### src/rtl/pin_mux_pkg.sv
// Purpose : Shared constants for the port B / port A pin function mux
// Assumes : Seven shared pins, per-pin 2-bit function select
// Notes   : Function codes are shared, their meaning differs per pin; see the per-pin slot tables in pin_function_mux
package pin_mux_pkg;

  // ---------------------------------------------------------------
  // Pin indices
  // ---------------------------------------------------------------
  localparam int unsigned NUM_PINS   = 7;     // Shared pins handled
  localparam int unsigned PIN_B0     = 0;     // Port B bit 0
  localparam int unsigned PIN_B1     = 1;     // Port B bit 1
  localparam int unsigned PIN_B2     = 2;     // Port B bit 2
  localparam int unsigned PIN_B3     = 3;     // Port B bit 3
  localparam int unsigned PIN_B4     = 4;     // Port B bit 4
  localparam int unsigned PIN_A0     = 5;     // Port A bit 0
  localparam int unsigned PIN_A1     = 6;     // Port A bit 1
  localparam int unsigned SEL_W      = 2;     // Select field width
  localparam int unsigned SEL_ALL_W  = 14;    // NUM_PINS * SEL_W

  // ---------------------------------------------------------------
  // Function codes
  // ---------------------------------------------------------------
  localparam logic [1:0] FN_PRIMARY  = 2'h0;  // Pin's primary function
  localparam logic [1:0] FN_GPIO     = 2'h1;  // General-purpose I/O
  localparam logic [1:0] FN_ALT1     = 2'h2;  // First alternate
  localparam logic [1:0] FN_ALT2     = 2'h3;  // Second alternate
  // Reduced variant: reset select points at no offered function on port A; on bit 4 it is the ALT2 clock monitor
  localparam logic [1:0] FN_UNUSABLE = 2'h3;

  // Variant codes
  localparam logic VARIANT_FULL      = 1'h1;  // Full-featured part
  localparam logic VARIANT_REDUCED   = 1'h0;  // Reduced part

  // Reset synchroniser depth
  localparam int unsigned RST_STAGES = 2;     // Release flops

endpackage : pin_mux_pkg

### src/rtl/pin_function_mux.sv
// Purpose : Function multiplexing of port B bits 0-4 and port A 0-1
// Assumes : Software select/direction arrive as plain registered ports
// Notes   : GPIO inputs are sampled once per enabled clock, no synchroniser needed
`timescale 1ns/1ps

// Operation
// - Full variant resets home pin to decoder
// - Home pin also timer, GPIO, clock monitor
// - Port B bit 3 resets to SPI clock
// - SPI clock output master, input slave
// - Port B bit 2 resets to SPI data-out
// - Master data leads sampling edge half period
// - Port B bit 1 resets to SPI data-in
// - Unselected slave floats its data output
// - Slave data leads master capture half period
// - Slave select marks transfer as received
// - Bits 1/0 carry async serial rx/tx
// - Each pin selectable as directional GPIO
// - Full variant resets port A to PWM
module pin_function_mux
  import pin_mux_pkg::*;
(
  input  wire logic             i_ref_clk,      // 10 MHz clock
  input  wire logic             i_rstn,         // Async reset, low
  input  wire logic             i_ce,           // Clock enable
  input  wire logic             i_variant,      // 1 = full variant
  input  wire logic             i_sel_we,       // Load new selects
  input  wire logic [13:0]      i_sel_wdata,    // 2 bits per pin
  input  wire logic [6:0]       i_gpio_dir,     // GPIO direction
  input  wire logic [6:0]       i_gpio_out,     // GPIO out values
  input  wire logic [6:0]       i_pin_in,       // Pin input levels
  input  wire logic             i_spi_master,   // SPI core is master
  input  wire logic             i_spi_sclk,     // SPI core clock out
  input  wire logic             i_spi_mosi,     // SPI core data out
  input  wire logic             i_spi_miso,     // SPI core slave data
  input  wire logic             i_async_tx,     // Serial 1 tx data
  input  wire logic             i_timer_a3_o,   // Timer ch3 out value
  input  wire logic             i_timer_a3_oe,  // Timer ch3 drives
  input  wire logic             i_presc_clk,    // Prescaler clock mon
  input  wire logic             i_clkout_en,    // Clock-out select on
  input  wire logic             i_pwm_a0,       // PWM output 0
  input  wire logic             i_pwm_a1,       // PWM output 1
  output logic [6:0]            o_pin_oe,       // Pin drive enables
  output logic [6:0]            o_pin_o,        // Pin drive values
  output logic [13:0]           o_sel,          // Current selects
  output logic                  o_quad_home,    // Decoder home input
  output logic                  o_timer_a3_in,  // Timer ch3 input
  output logic                  o_spi_sclk_in,  // SPI clock in
  output logic                  o_spi_mosi_in,  // SPI data-out pin in
  output logic                  o_spi_miso_in,  // SPI data-in pin in
  output logic                  o_spi_selected, // SPI slave selected
  output logic                  o_async_rx,     // Serial 1 rx data
  output logic [6:0]            o_gpio_in       // GPIO input values
);

  // ---------------------------------------------------------------
  // Reset release
  // ---------------------------------------------------------------
  logic [1:0] rst_sync_q;                       // Release flops
  logic       rst_n;                            // Synced reset

  // Two-flop release keeps deassertion glitch free
  always_ff @(posedge i_ref_clk or negedge i_rstn)
  begin
    if (!i_rstn)
      rst_sync_q <= 2'h0;
    else
      rst_sync_q <= {rst_sync_q[0], 1'h1};
  end
  assign rst_n = rst_sync_q[1];

  // ---------------------------------------------------------------
  // State
  // ---------------------------------------------------------------
  typedef enum logic [1:0] {ST_RESET, ST_DEFAULT, ST_RUN} mux_st_t;

  typedef struct packed {
    mux_st_t     st;                            // Init state
    logic [13:0] sel;                           // Per-pin selects
    logic [6:0]  gpio_in;                       // Sampled GPIO inputs
  } state_t;

  state_t s_q;                                  // Registered state
  state_t s_d;                                  // Next state

  // Reset defaults per variant; reduced part gets unusable code on home and PWM pins
  function automatic logic [13:0] default_sel(input logic full);
    logic [13:0] v;
    v = '0;
    // Port B bits 0-3 default to the SPI functions on both parts
    v[PIN_B0*SEL_W +: SEL_W] = FN_PRIMARY;
    v[PIN_B1*SEL_W +: SEL_W] = FN_PRIMARY;
    v[PIN_B2*SEL_W +: SEL_W] = FN_PRIMARY;
    v[PIN_B3*SEL_W +: SEL_W] = FN_PRIMARY;
    // Home and PWM pins depend on the variant
    v[PIN_B4*SEL_W +: SEL_W] = full ? FN_PRIMARY : FN_UNUSABLE;
    v[PIN_A0*SEL_W +: SEL_W] = full ? FN_PRIMARY : FN_UNUSABLE;
    v[PIN_A1*SEL_W +: SEL_W] = full ? FN_PRIMARY : FN_UNUSABLE;
    return v;
  endfunction : default_sel

  // Next-state logic
  always_comb
  begin
    s_d = s_q;
    if (i_ce)
    begin
      s_d.gpio_in = i_pin_in;
      case (s_q.st)
        ST_RESET:
        begin
          // Variant level caught after release, not under reset
          s_d.sel = default_sel(i_variant);
          s_d.st  = ST_DEFAULT;
        end
        ST_DEFAULT, ST_RUN:
        begin
          // Software reprograms selects
          if (i_sel_we)
          begin
            s_d.sel = i_sel_wdata;
            s_d.st  = ST_RUN;
          end
        end
        default:
          s_d.st = ST_RESET;
      endcase
    end
  end

  // State register
  always_ff @(posedge i_ref_clk or negedge rst_n)
  begin
    if (!rst_n)
      s_q <= '{st: ST_RESET, sel: 14'h0000, gpio_in: 7'h00};
    else
      s_q <= s_d;
  end

  // ---------------------------------------------------------------
  // SPI pin roles
  // ---------------------------------------------------------------
  logic sclk_oe, sclk_o, mosi_oe, mosi_o, miso_oe, miso_o;
  logic sel_active;                             // Select pin in use

  assign sel_active = (s_q.sel[PIN_B0*SEL_W +: SEL_W] == FN_PRIMARY);

  spi_pin_role u_spi_role (
    .i_master    (i_spi_master),
    .i_sclk_core (i_spi_sclk),
    .i_mosi_core (i_spi_mosi),
    .i_miso_core (i_spi_miso),
    .i_sel_in    (sel_active ? i_pin_in[PIN_B0] : 1'h1),
    .o_sclk_oe   (sclk_oe),
    .o_sclk_o    (sclk_o),
    .o_mosi_oe   (mosi_oe),
    .o_mosi_o    (mosi_o),
    .o_miso_oe   (miso_oe),
    .o_miso_o    (miso_o),
    .o_selected  (o_spi_selected)
  );

  // ---------------------------------------------------------------
  // Per-pin function tables and cells
  // ---------------------------------------------------------------
  logic [3:0] fn_oe [NUM_PINS];                 // Slot output enables
  logic [3:0] fn_o  [NUM_PINS];                 // Slot output values

  // Slots: {alt2, alt1, gpio, primary}; gpio slot handled in cell
  always_comb
  begin
    // Bit 0: select input / serial tx
    fn_oe[PIN_B0] = {1'h0, 1'h1, 1'h0, 1'h0};
    fn_o[PIN_B0]  = {1'h0, i_async_tx, 1'h0, 1'h0};
    // Bit 1: SPI data-in / serial rx
    fn_oe[PIN_B1] = {1'h0, 1'h0, 1'h0, miso_oe};
    fn_o[PIN_B1]  = {1'h0, 1'h0, 1'h0, miso_o};
    // Bit 2: SPI data-out
    fn_oe[PIN_B2] = {1'h0, 1'h0, 1'h0, mosi_oe};
    fn_o[PIN_B2]  = {1'h0, 1'h0, 1'h0, mosi_o};
    // Bit 3: SPI clock
    fn_oe[PIN_B3] = {1'h0, 1'h0, 1'h0, sclk_oe};
    fn_o[PIN_B3]  = {1'h0, 1'h0, 1'h0, sclk_o};
    // Bit 4: home / timer ch3 / clock monitor
    fn_oe[PIN_B4] = {i_clkout_en, i_timer_a3_oe, 1'h0, 1'h0};
    fn_o[PIN_B4]  = {i_presc_clk, i_timer_a3_o, 1'h0, 1'h0};
    // Port A: PWM outputs
    fn_oe[PIN_A0] = {1'h0, 1'h0, 1'h0, 1'h1};
    fn_o[PIN_A0]  = {1'h0, 1'h0, 1'h0, i_pwm_a0};
    fn_oe[PIN_A1] = {1'h0, 1'h0, 1'h0, 1'h1};
    fn_o[PIN_A1]  = {1'h0, 1'h0, 1'h0, i_pwm_a1};
  end

  genvar gi;
  generate
    for (gi = 0; gi < NUM_PINS; gi++)
    begin : g_pin
      pin_cell u_cell (
        .i_sel      (s_q.sel[gi*SEL_W +: SEL_W]),
        .i_fn_oe    (fn_oe[gi]),
        .i_fn_o     (fn_o[gi]),
        .i_gpio_dir (i_gpio_dir[gi]),
        .i_gpio_o   (i_gpio_out[gi]),
        .o_oe       (o_pin_oe[gi]),
        .o_o        (o_pin_o[gi])
      );
    end
  endgenerate

  // ---------------------------------------------------------------
  // Input routing
  // ---------------------------------------------------------------
  // Inputs follow the select; idle value when not routed
  always_comb
  begin
    o_quad_home   = (s_q.sel[PIN_B4*SEL_W +: SEL_W] == FN_PRIMARY)
                    ? i_pin_in[PIN_B4] : 1'h0;
    o_timer_a3_in = (s_q.sel[PIN_B4*SEL_W +: SEL_W] == FN_ALT1)
                    ? i_pin_in[PIN_B4] : 1'h0;
    o_spi_sclk_in = (s_q.sel[PIN_B3*SEL_W +: SEL_W] == FN_PRIMARY)
                    ? i_pin_in[PIN_B3] : 1'h0;
    o_spi_mosi_in = (s_q.sel[PIN_B2*SEL_W +: SEL_W] == FN_PRIMARY)
                    ? i_pin_in[PIN_B2] : 1'h0;
    o_spi_miso_in = (s_q.sel[PIN_B1*SEL_W +: SEL_W] == FN_PRIMARY)
                    ? i_pin_in[PIN_B1] : 1'h0;
    // Serial line idles high when not routed
    o_async_rx    = (s_q.sel[PIN_B1*SEL_W +: SEL_W] == FN_ALT1)
                    ? i_pin_in[PIN_B1] : 1'h1;
  end

  assign o_sel     = s_q.sel;
  assign o_gpio_in = s_q.gpio_in;

  // ---------------------------------------------------------------
  // Assertions
  // ---------------------------------------------------------------
  a_home_default: assert property (
    @(posedge i_ref_clk) disable iff (!rst_n)
    (s_q.st == ST_RESET && i_ce && i_variant)
      |=> s_q.sel[PIN_B4*SEL_W +: SEL_W] == FN_PRIMARY)
    else $error("home pin not default after reset");

  a_reduced_default: assert property (
    @(posedge i_ref_clk) disable iff (!rst_n)
    (s_q.st == ST_RESET && i_ce && !i_variant)
      |=> s_q.sel[PIN_A0*SEL_W +: SEL_W] == FN_UNUSABLE)
    else $error("reduced part default usable");

  a_spi_defaults: assert property (
    @(posedge i_ref_clk) disable iff (!rst_n)
    (s_q.st == ST_RESET && i_ce) |=> s_q.sel[7:0] == 8'h00)
    else $error("spi pins not default after reset");

  a_sclk_master: assert property (
    @(posedge i_ref_clk) disable iff (!rst_n)
    (s_q.sel[PIN_B3*SEL_W +: SEL_W] == FN_PRIMARY)
      |-> o_pin_oe[PIN_B3] == i_spi_master)
    else $error("spi clock direction wrong");

  a_miso_float: assert property (
    @(posedge i_ref_clk) disable iff (!rst_n)
    (s_q.sel[PIN_B1*SEL_W +: SEL_W] == FN_PRIMARY && !o_spi_selected)
      |-> !o_pin_oe[PIN_B1])
    else $error("unselected slave drives data");

  a_select_recv: assert property (
    @(posedge i_ref_clk) disable iff (!rst_n)
    o_spi_selected |-> !i_spi_master && !i_pin_in[PIN_B0])
    else $error("selected without select low");

  a_tx_route: assert property (
    @(posedge i_ref_clk) disable iff (!rst_n)
    (s_q.sel[PIN_B0*SEL_W +: SEL_W] == FN_ALT1)
      |-> o_pin_oe[PIN_B0] && o_pin_o[PIN_B0] == i_async_tx)
    else $error("serial tx not routed");

  a_gpio_dir: assert property (
    @(posedge i_ref_clk) disable iff (!rst_n)
    (s_q.sel[PIN_B2*SEL_W +: SEL_W] == FN_GPIO)
      |-> o_pin_oe[PIN_B2] == i_gpio_dir[PIN_B2])
    else $error("gpio direction ignored");

  a_sel_load: assert property (
    @(posedge i_ref_clk) disable iff (!rst_n)
    (s_q.st != ST_RESET && i_ce && i_sel_we) |=> o_sel == $past(i_sel_wdata))
    else $error("select write lost");

  a_timer_route: assert property (
    @(posedge i_ref_clk) disable iff (!rst_n)
    (s_q.sel[PIN_B4*SEL_W +: SEL_W] == FN_ALT1)
      |-> o_pin_oe[PIN_B4] == i_timer_a3_oe
          && o_timer_a3_in == i_pin_in[PIN_B4])
    else $error("timer channel not routed");

  a_pwm_drive: assert property (
    @(posedge i_ref_clk) disable iff (!rst_n)
    (s_q.sel[PIN_A0*SEL_W +: SEL_W] == FN_PRIMARY)
      |-> o_pin_oe[PIN_A0] && o_pin_o[PIN_A0] == i_pwm_a0)
    else $error("pwm output not driven");

  a_rx_route: assert property (
    @(posedge i_ref_clk) disable iff (!rst_n)
    (s_q.sel[PIN_B1*SEL_W +: SEL_W] == FN_ALT1)
      |-> !o_pin_oe[PIN_B1] && o_async_rx == i_pin_in[PIN_B1])
    else $error("serial rx not routed");

  // A write offered while disabled must be dropped, not queued
  a_ce_freeze: assert property (
    @(posedge i_ref_clk) disable iff (!rst_n)
    !i_ce |=> o_sel == $past(o_sel))
    else $error("select moved while disabled");

  c_reduced_boot: cover property (@(posedge i_ref_clk) disable iff (!rst_n)
    s_q.st == ST_RESET && i_ce && !i_variant);
  c_reprogram: cover property (@(posedge i_ref_clk) disable iff (!rst_n)
    s_q.st == ST_DEFAULT && i_ce && i_sel_we);
  c_slave_sel: cover property (@(posedge i_ref_clk) disable iff (!rst_n)
    o_spi_selected && o_pin_oe[PIN_B1]);
  c_clock_mon: cover property (@(posedge i_ref_clk) disable iff (!rst_n)
    s_q.sel[PIN_B4*SEL_W +: SEL_W] == FN_ALT2 && i_clkout_en);

endmodule : pin_function_mux

### src/rtl/spi_pin_role.sv
// Purpose : Direction and drive of the serial-interface-0 pins
// Assumes : Role and select levels synchronous to i_ref_clk
// Notes   : Purely combinational; data timing is the core's concern
`timescale 1ns/1ps
module spi_pin_role
  import pin_mux_pkg::*;
(
  input  wire logic i_master,        // Core is master
  input  wire logic i_sclk_core,     // Core serial clock out
  input  wire logic i_mosi_core,     // Core master-out data
  input  wire logic i_miso_core,     // Core slave-out data
  input  wire logic i_sel_in,        // Select pin level, low = selected
  output logic      o_sclk_oe,       // Drive clock pin
  output logic      o_sclk_o,        // Clock pin value
  output logic      o_mosi_oe,       // Drive data-out pin
  output logic      o_mosi_o,        // Data-out pin value
  output logic      o_miso_oe,       // Drive data-in pin
  output logic      o_miso_o,        // Data-in pin value
  output logic      o_selected       // Slave transfer addressed here
);

  // ---------------------------------------------------------------
  // Role decode
  // ---------------------------------------------------------------
  // Clock out as master, clock input as slave
  always_comb
  begin
    o_sclk_oe  = i_master;
    o_sclk_o   = i_sclk_core;
    // Master drives data-out; core already leads by half a clock
    o_mosi_oe  = i_master;
    o_mosi_o   = i_mosi_core;
    // Slave select gates reception
    o_selected = ~i_master & ~i_sel_in;
    // Unselected slave floats its output
    o_miso_oe  = o_selected;
    o_miso_o   = i_miso_core;
  end

endmodule : spi_pin_role

### src/rtl/pin_cell.sv
// Purpose : One shared pin: function select and GPIO direction
// Assumes : Four function slots per pin, slot 1 is always GPIO
// Notes   : GPIO direction only matters with the GPIO function
`timescale 1ns/1ps
module pin_cell
  import pin_mux_pkg::*;
(
  input  wire logic [1:0] i_sel,     // Active function select
  input  wire logic [3:0] i_fn_oe,   // Per-function output enable
  input  wire logic [3:0] i_fn_o,    // Per-function output value
  input  wire logic       i_gpio_dir,// GPIO direction, 1 = output
  input  wire logic       i_gpio_o,  // GPIO output value
  output logic            o_oe,      // Pin output enable
  output logic            o_o        // Pin output value
);

  // ---------------------------------------------------------------
  // Output select
  // ---------------------------------------------------------------
  always_comb
  begin
    if (i_sel == FN_GPIO)
    begin
      // Direction only counts in GPIO mode
      o_oe = i_gpio_dir;
      o_o  = i_gpio_o;
    end
    else
    begin
      o_oe = i_fn_oe[i_sel];
      o_o  = i_fn_o[i_sel];
    end
  end

endmodule : pin_cell

### config.mk
export PLATFORM = sky130hd
export DESIGN_NAME = pin_function_mux
export DESIGN_NICKNAME = d
export VERILOG_FILES = /design/src/rtl/pin_mux_pkg.sv /design/src/rtl/pin_function_mux.sv /design/src/rtl/spi_pin_role.sv /design/src/rtl/pin_cell.sv
export SDC_FILE = /design/constraint.sdc
export NUM_CORES = 1
export LEC_CHECK = 0
export BUFFER_PORTS_ARGS = -buffer_cell sky130_fd_sc_hd__clkbuf_2
export CORE_UTILIZATION = 48
export CTS_BUF_LIST = sky130_fd_sc_hd__clkbuf_8
export DETAILED_ROUTE_END_ITERATION = 16
export PLACE_DENSITY_LB_ADDON = 0.05
export SYNTH_ARGS = -nofsm -noshare
export SYNTH_HDL_FRONTEND = slang
export SYNTH_SLANG_ARGS = --single-unit
### constraint.sdc
create_clock -name i_ref_clk -period 3.95 [get_ports i_ref_clk]
set_input_delay 0.79 -clock i_ref_clk [delete_from_list [all_inputs] [get_ports i_ref_clk]]
set_output_delay 0.79 -clock i_ref_clk [all_outputs]
set_load 0.1 [all_outputs]
Word-level counts from Yosys, hierarchy flattened
Cells that the tools add are included.
{"block": "totals", "regBits": 25, "input_bits": 51, "out_inout_bits": 42}
{"block": "op_classes", "order_cmp": 7, "n_eq_ne": 12, "mux": 53, "bitwise_logic": 3, "n_reduce_logical": 10}
{"operator": "$mux W1", "n": 35}
{"operator": "$bmux W1 S2", "n": 14}
{"operator": "$pmux W14 S2", "n": 1}
{"operator": "$lt A2 B3 Y1 const B", "n": 7}
{"operator": "$eq A2 B1 Y1 const B", "n": 8}
{"operator": "$mux W16", "n": 1}
{"operator": "$logic_not A2 Y1", "n": 6}
{"operator": "$eq A2 B2 Y1 const B", "n": 3}
{"operator": "$pmux W2 S2", "n": 1}
{"operator": "$reduce_and A3 Y1", "n": 1}
{"operator": "$mux W2", "n": 1}
{"operator": "$ne A2 B2 Y1 const B", "n": 1}
{"operator": "$not A1 Y1", "n": 2}
{"operator": "$reduce_and A2 Y1", "n": 1}
{"operator": "$reduce_bool A2 Y1", "n": 1}
{"operator": "$reduce_or A2 Y1", "n": 1}
{"operator": "$and A1 B1 Y1", "n": 1}

Depth between registers and ports, before layout
Gate-level depths: netlist of run 1.
{"block": "logic_depth", "word_depth": 7, "ltp_mapped": 6, "ltp_nobuf": 5}

Cells and area by module
A second synthesis of run 1 with hierarchy kept.
{"block": "unflattened", "hier_cells": 127, "area_unflattened_um2": 1656.6}
{"module": "pin_function_mux", "n_inst": 1, "cells_per_inst": 106, "area_per_inst_um2": 1239.9, "seq_area_each_um2": 625.6}
{"module": "pin_cell", "n_inst": 7, "cells_per_inst": 2, "area_per_inst_um2": 52.6, "seq_area_each_um2": 0.0}
{"module": "spi_pin_role", "n_inst": 1, "cells_per_inst": 7, "area_per_inst_um2": 48.8, "seq_area_each_um2": 0.0}

Worst setup path after synthesis of run 1
No wires, ideal clock.
{"block": "synth_path", "path_kind": "input to output", "start": "input port i_pin_in[0]", "end": "output port o_pin_oe[1]", "arrival_time_ns": 4.423, "t_required_ns": 3.160, "slack_ns": -1.263, "stages": 4, "path_buffers": 1, "path_cell_list": "nor4_1 > mux2i_1 > nor2_1 > buf_4"}
{"block": "synth_between", "elab_chain_cells": 6}
{"item": "start, declared", "line_no": "pin_function_mux.sv:31", "source": "input wire logic [6:0] i_pin_in,"}
{"item": "$mux W1", "line_no": "pin_function_mux.sv:153", "source": ".i_sel_in (sel_active ? i_pin_in[PIN_B0] : 1'h1),"}
{"item": "$not A1 Y1", "line_no": "spi_pin_role.sv:34", "source": "o_selected = ~i_master & ~i_sel_in;"}
{"item": "$and A1 B1 Y1", "line_no": "spi_pin_role.sv:34"}
{"item": "$bmux W1 S2", "line_no": "pin_cell.sv:30", "source": "o_oe = i_fn_oe[i_sel];"}
{"item": "$mux W1 (implied by the code)", "line_no": "pin_cell.sv:30"}
{"item": "$mux W1", "line_no": "pin_cell.sv:22", "source": "if (i_sel == FN_GPIO)"}
{"item": "end, declared", "line_no": "pin_function_mux.sv:43", "source": "output logic [6:0] o_pin_oe,"}
No other way between the ends. The select of a mux whose other input is x is not followed.

Worst setup path after layout of run 1
Ends and elaborated chain as after synthesis.

==> results of run 1 <==
[cell families (layout without fill, tap and decap cells)]
logic type      count (synthesis)  after routing  synth area share
buf+inv                        46            103             0.208
fa+ha+maj                       2              2            0.0163
other cells                     1              1           0.00244
compound gates                 31             31             0.133
simple gates                   22             22            0.0854
mux                            21             21             0.148
flops                          25             25             0.407
[per-layer routing]
layer / vias up / GRT usage / routed length, um
li1: 588 / - / -
met3: 2 / 0.0440 / 195
met1: 579 / 0.205 / 1270
met2: 48 / 0.314 / 1550
met4: 0 / 0.0408 / 4
met5: - / 0 / 0
[final timing paths]
path                                  to     startpoint  cells after the start  slack [ps]
setup reg to reg               o_sel[13]        s_q[22]                      5        2250
hold reg to reg            rst_sync_q[1]  rst_sync_q[0]                      0         360
max in group asynchronous        s_q[22]  rst_sync_q[1]                      0        3010
min in group i_ref_clk     rst_sync_q[1]  rst_sync_q[0]                      0         360
setup / recovery             o_pin_oe[1]    i_pin_in[0]                      5        1290
hold / removal             rst_sync_q[0]         i_rstn                      1         290
[registers in the layout, indices dropped and copies added (netlist names)]
signal,flops
o_sel,14
o_gpio_in,7
rst_sync_q,2
s_q,2
[area by class of cell]
class                      count  area (um^2)  share of cell area
clock inverter                 1         5.00             0.00276
tap                           44         55.1              0.0304
clock buffer                   3         41.3              0.0228
inverter                       7         26.3              0.0145
multi-input combinational     77          598               0.330
timing repair buffer          92          460               0.254
sequential                    25          626               0.345
[cell usage in the layout, fill, tap and decap left out, types with 4 or more instances in the layout]
cell type   n
mux2i_1    10
a22o_1     11
inv_1       7
clkbuf_2   92
mux2_1      9
dfrtp_1    25
a31oi_1     4
a21oi_1    14
nor2_1     10
nor3b_1     4
[worst max-delay path, cell delays in order]
cell	delay, ps
clkbuf_2	100
nor4_2	310
mux2i_1	120
nor2_1	90
clkbuf_2	460
[stage by stage]
| step | util | area [um^2] | hold slack [ps] | instances | worst slack [ps] |
|---|---|---|---|---|---|
| 4_1_cts | 0.593 | 1810 | 282 | 249 | 1260 |
| 2_1_floorplan | - | 1540 | 294 | 148 | 14.5 |
| 3_5_place_dp | 0.578 | 1770 | 347 | 245 | 1260 |
| 3_3_place_gp | 0.578 | 1770 | 343 | 245 | 1310 |
| 6_report | 0.593 | 1810 | 292 | 249 | 1290 |
| 5_1_grt | 0.593 | 1810 | 288 | 249 | 1170 |
==> flow_summary.json, run 1 <==
{
  "fill_cells": 297,
  "synth_common_cells": "35 x buf_4, 25 x dfrtp_1, 14 x a21oi_1",
  "holdBufCountCts": 0,
  "drt-initial-drc-count": 37,
  "syn_area_um2": 1540,
  "first_pass_iters": 4,
  "cp_max_fo": 2,
  "tightest_slew_ps": 915,
  "synth_cell_types": 25,
  "cts_tree": "done",
  "yosysTopAreaCellShare": 0.407,
  "avgSynthCellArea_um2": 10.4,
  "synth_top_cell_by_area": "dfrtp_1",
  "cp.required_ps": 3160,
  "synth_warnings": 0,
  "coreArea_um2": 3050,
  "clock-sinks": 25,
  "skew_ps": 10.8,
  "end_kind": "output pin",
  "postRouteAntennaNets": 0,
  "htree_levels": 1,
  "synth_nets": 201,
  "grt_pass1_vias": 1039,
  "io_pins": 93,
  "wl_per_cell_um": 12.1,
  "cts_resized": 0,
  "antenna_found_initial": 0,
  "synth_most_common_cell": "buf_4",
  "nNetsFinal": 259,
  "num_antenna_cells": 0,
  "cp.arrival_ps": 1870,
  "min_period_ps": 2660,
  "min_path_type": "primary input to async pin",
  "numCtsBuffers": 3,
  "cts_root_buf": "clkbuf_8",
  "async_flop_share": 1.00,
  "viasPerCell": 4.89,
  "cts_setup_buffers": 0,
  "synth_area_leaders": "dfrtp_1 41%, buf_4 17%, mux2_1 6.6%",
  "hold_viol": 0,
  "area_growth_pct": 17.8,
  "die_w_um": 58.6,
  "overflow": 0,
  "clock_latency_ps": 270,
  "ys_seq_elements": 25,
  "synth_cells": 148,
  "route.detailed.drc": 0,
  "grtUsageTotal": 0.173,
  "die_h_um": 58.6,
  "drive_above_1_share": 0.488,
  "synth_flop_cell": "dfrtp_1",
  "ys_seq_area_frac": 0.407,
  "globalplace.congestion": 0.679,
  "fin_tns_setup_ps": 0,
  "routed_wirelength_mm": 3.02,
  "rows": 20,
  "grt_max_degree": 24,
  "initial_core_util": 0.504,
  "clkSlewWorstSetupHoldPaths_ps": 80,
  "crit_path_start_kind": "primary input",
  "rsz0062_at_grt": "false",
  "status": "complete, no violations",
  "drv_cap": 0,
  "worstSetupPathType": "primary input to output pin",
  "period_share": 0.673,
  "grt_first_pass_wirelength_mm": 4.47,
  "slew_viol_final": 0,
  "die_area_um2": 3430,
  "setup_violations": 0,
  "place_hpwl_mm": 2.37,
  "vias": 1217,
  "max-slew-margin-rel": 0.390,
  "synth_edf_count": 0,
  "fmax_mhz": 376,
  "cts_max_path_buffers": 2,
  "io_buffers": 92
}
Power of run 1 is left out: the tool's default activity adds up to more than one toggle a clock period on the data nets, which glitch-free logic cannot reach.
==> inputs of run 2 (changes only) <==
CORE_UTILIZATION = 45   (was 48)
clock period = 2.7 ns   (was 3.95 ns; I/O delays follow)
==> run 2 against run 1 <==
Clock-buffer cell count unchanged. First-iteration DRC count down 49%. Cell area up 1.5%. Via count up 0.16%. Routed wire length down 2.8%. Sequential share of layout area down 0.52 points. Non-clock buffer count unchanged. Critical path depth down 1. Register-to-register slack worse by 1300 ps. Core utilization down 1.0 points. Hold slack worse by 250 ps. Sequential cell count unchanged. Largest cell class is now multi-input gates.
==> flow_summary.json, run 2 (synthesized netlist as in run 1, its figures left out) <==
{
  "status": "complete, no violations",
  "postRouteAntennaNets": 0,
  "grt_max_degree": 24,
  "grtUsageTotal": 0.168,
  "rows": 20,
  "cpLargestDelayFamily": "buffers and inverters",
  "cts_tree": "done",
  "clkSlewWorstSetupHoldPaths_ps": 80,
  "first_pass_iters": 4,
  "path_cells": "nor4_4, mux2i_1, nor2_1, clkbuf_2",
  "wl_per_cell_um": 11.8,
  "drive_above_1_share": 0.502,
  "rsz0062_at_grt": "false",
  "min_period_ps": 2220,
  "clock_latency_ps": 270,
  "path_buf_inv": 1,
  "globalplace.congestion": 0.738,
  "io_pins": 93,
  "io_buffers": 92,
  "worstSetupPathType": "flip-flop to output pin",
  "overflow": 0,
  "holdBufCountCts": 0,
  "route.detailed.drc": 0,
  "postPlaceCellArea_um2": 1790,
  "hold_viol": 0,
  "initial_core_util": 0.488,
  "mostFrequentLayoutCell": "clkbuf_2",
  "die_area_um2": 3650,
  "grt_pass1_vias": 1014,
  "cts_max_path_buffers": 2,
  "cp.arrival_ps": 1680,
  "setup_violations": 0,
  "cp_max_fo": 5,
  "crit_path_start_kind": "flip-flop",
  "slew_viol_final": 0,
  "cts_resized": 0,
  "nNetsFinal": 259,
  "end_kind": "output pin",
  "min_path_type": "primary input to async pin",
  "coreArea_um2": 3150,
  "period_share": 0.821,
  "critPathMaxStageDelay_ps": 460,
  "final_cell_mix": "92 x clkbuf_2, 25 x dfrtp_1, 14 x a21oi_1",
  "final_cell_area_um2": 1840,
  "area_growth_pct": 19.6,
  "fmax_mhz": 451,
  "vias": 1219,
  "viasPerCell": 4.90,
  "drt-initial-drc-count": 19,
  "max-slew-margin-rel": 0.401,
  "cts_root_buf": "clkbuf_8",
  "cts_setup_buffers": 0,
  "numCtsBuffers": 3,
  "routed_wirelength_mm": 2.94,
  "antenna_found_initial": 0,
  "die_w_um": 60.5,
  "htree_levels": 1,
  "clock-sinks": 25,
  "die_h_um": 60.5,
  "tightest_slew_ps": 899,
  "place_hpwl_mm": 2.32,
  "cp.required_ps": 2160,
  "skew_ps": 7.39,
  "largest_reg_flops": 14,
  "drv_cap": 0,
  "num_antenna_cells": 0,
  "cp_slowest_cell": "clkbuf_2",
  "grt_first_pass_wirelength_mm": 4.43
}
[run 2: final cells by class]
cell class | instances | area [um^2]
Fill cell | 293 | 1310
Sequential cell | 25 | 626
Clock buffer | 3 | 41.3
Inverter | 7 | 26.3
Tap cell | 44 | 55.1
Multi-Input combinational cell | 77 | 627
Timing Repair Buffer | 92 | 460
Clock inverter | 1 | 3.75
[run 2: per-layer routing]
| metal | vias to the layer above | GRT usage | routed length (um) |
|---|---|---|---|
| met5 | - | 0 | 0 |
| met4 | 0 | 0.0974 | 58 |
| li1 | 587 | - | - |
| met1 | 569 | 0.210 | 1260 |
| met2 | 59 | 0.273 | 1370 |
| met3 | 4 | 0.0320 | 252 |
[run 2: worst paths after layout]
kind | startpoint | end | slack [ps] | cells past startpoint
min | i_rstn | rst_sync_q[0] | 40 | 1
max reg2reg | s_q[21] | o_sel[13] | 980 | 5
min reg2reg | rst_sync_q[0] | rst_sync_q[1] | 360 | 0
min in group i_ref_clk | rst_sync_q[0] | rst_sync_q[1] | 360 | 0
max | o_sel[0] | o_pin_oe[1] | 480 | 4
max in group asynchronous | rst_sync_q[1] | o_sel[10] | 1770 | 0
[run 2: per-stage QoR]
step                      hold WS, ps  worst slack (ps)  TNS [ps]  instances  utilization
after floorplan                   244             -13.5     -13.5        148            -
after global placement            327               627         0        245        0.569
after detailed placement          331               615         0        245        0.569
after CTS                        32.4               466         0        249        0.583
after global routing             29.6               384         0        249        0.583
final                            37.6               484         0        249        0.583
Power of run 2 is left out for the same reason.
==> inputs of run 3 (changes only) <==
clock period = 2.2 ns   (was 2.7 ns; I/O delays follow)
==> run 3 against run 2 <==
Register-to-register slack got worse by 470 ps. Hold slack improved by 320 ps. Cell area rose by 1.8%. Cell count rose by 0.80%.
==> flow_summary.json, run 3 (synthesized netlist as in run 1, its figures left out) <==
{
  "status": "complete, no violations",
  "drv_cap": 0,
  "skew_ps": 3.46,
  "cp.required_ps": 1760,
  "setup_violations": 0,
  "clock-sinks": 25,
  "die_w_um": 60.5,
  "postRouteAntennaNets": 0,
  "fill_cells": 289,
  "io_buffers": 92,
  "die_h_um": 60.5,
  "slew_viol_final": 0,
  "rows": 20,
  "viasPerCell": 4.92,
  "grt_max_degree": 24,
  "cts_max_path_buffers": 2,
  "clkSlewWorstSetupHoldPaths_ps": 80,
  "grt_pass1_vias": 1077,
  "first_pass_iters": 5,
  "cp_slowest_cell": "dfrtp_1",
  "io_pins": 93,
  "drt-initial-drc-count": 50,
  "initial_core_util": 0.488,
  "wl_per_cell_um": 12.2,
  "max-slew-margin-rel": 0.391,
  "grtUsageTotal": 0.173,
  "hold_viol": 0,
  "numCtsBuffers": 3,
  "path_cells": "mux2_1, a22o_1, clkbuf_2",
  "antenna_found_initial": 0,
  "cp.arrival_ps": 1680,
  "pre_cts_ws_ps": 370,
  "coreArea_um2": 3150,
  "largest_reg_flops": 14,
  "mostFrequentLayoutCell": "clkbuf_2",
  "critPathMaxStageDelay_ps": 480,
  "drive_above_1_share": 0.502,
  "place_hpwl_mm": 2.44,
  "overflow": 0,
  "rsz0062_at_grt": "false",
  "cts_root_buf": "clkbuf_8",
  "cp_max_fo": 7,
  "globalplace.congestion": 0.672,
  "fmax_mhz": 471,
  "area_growth_pct": 21.7,
  "grt_first_pass_wirelength_mm": 4.62,
  "die_area_um2": 3650,
  "path_buf_inv": 1,
  "period_share": 0.965,
  "end_kind": "output pin",
  "vias": 1236,
  "min_period_ps": 2120,
  "cts_tree": "done",
  "fin_tns_setup_ps": 0,
  "worstSetupPathType": "flip-flop to output pin",
  "clock_latency_ps": 270,
  "cpLargestDelayFamily": "flip-flops",
  "tightest_slew_ps": 913,
  "layout_setup_ws_ps": 78.1,
  "cts_setup_buffers": 0,
  "routed_wirelength_mm": 3.05,
  "crit_path_start_kind": "flip-flop",
  "num_antenna_cells": 0,
  "nNetsFinal": 261,
  "min_path_type": "flip-flop to flip-flop",
  "route.detailed.drc": 0,
  "htree_levels": 1,
  "final_cell_mix": "91 x clkbuf_2, 25 x dfrtp_1, 14 x a21oi_1"
}
[run 3: changes by cell type in the layout (fill, tap and decap cells not counted)]
| cell | delta |
|---|---|
| buf_12 | +1 |
| buf_4 | +1 |
| clkbuf_2 | -1 |
| dlygate4sd3_1 | +1 |
[run 3: layer usage]
metal	GRT usage	wire, um
met4	0.0877	57
met3	0.0299	229
met5	0	0
met1	0.202	1250
met2	0.305	1520
[run 3: final cells by class]
cell class / count / area (um^2) / area share
sequential: 25 / 626 / 0.334
clock inverter: 1 / 3.75 / 0.00201
clock buffer: 3 / 41.3 / 0.0221
tap: 44 / 55.1 / 0.0294
multi-input combinational: 77 / 627 / 0.335
timing repair buffer: 94 / 493 / 0.263
inverter: 7 / 26.3 / 0.0140
[run 3: through the flow]
| stage | instances | hold slack (ps) | instance area, um^2 | utilization |
|---|---|---|---|---|
| final | 251 | 357 | 1870 | 0.594 |
| after global routing | 251 | 371 | 1870 | 0.594 |
| after CTS | 251 | 358 | 1870 | 0.594 |
| after detailed placement | 246 | 230 | 1820 | 0.576 |
| after global placement | 246 | 226 | 1820 | 0.576 |
| after floorplan | 148 | 144 | 1570 | - |
[run 3: final timing paths]
path                          startpoint       endpoint  slack (ps)  cells after the start
max in group asynchronous  rst_sync_q[1]       o_sel[8]        1260                      0
max                             o_sel[9]     o_pin_o[4]          80                      3
max reg2reg                      s_q[21]      o_sel[13]         510                      5
min reg2reg                rst_sync_q[0]  rst_sync_q[1]         360                      0
min in group asynchronous  rst_sync_q[1]       o_sel[2]         380                      0
min                        rst_sync_q[0]  rst_sync_q[1]         360                      0
[run 3: timing repair]
| action | in CTS | in global routing |
|---|---|---|
| gates resized for setup | 0 | 0 |
| hold buffers | 1 | 0 |
| hold endpoints to repair | 2 | 0 |
Power of run 3 is left out for the same reason.
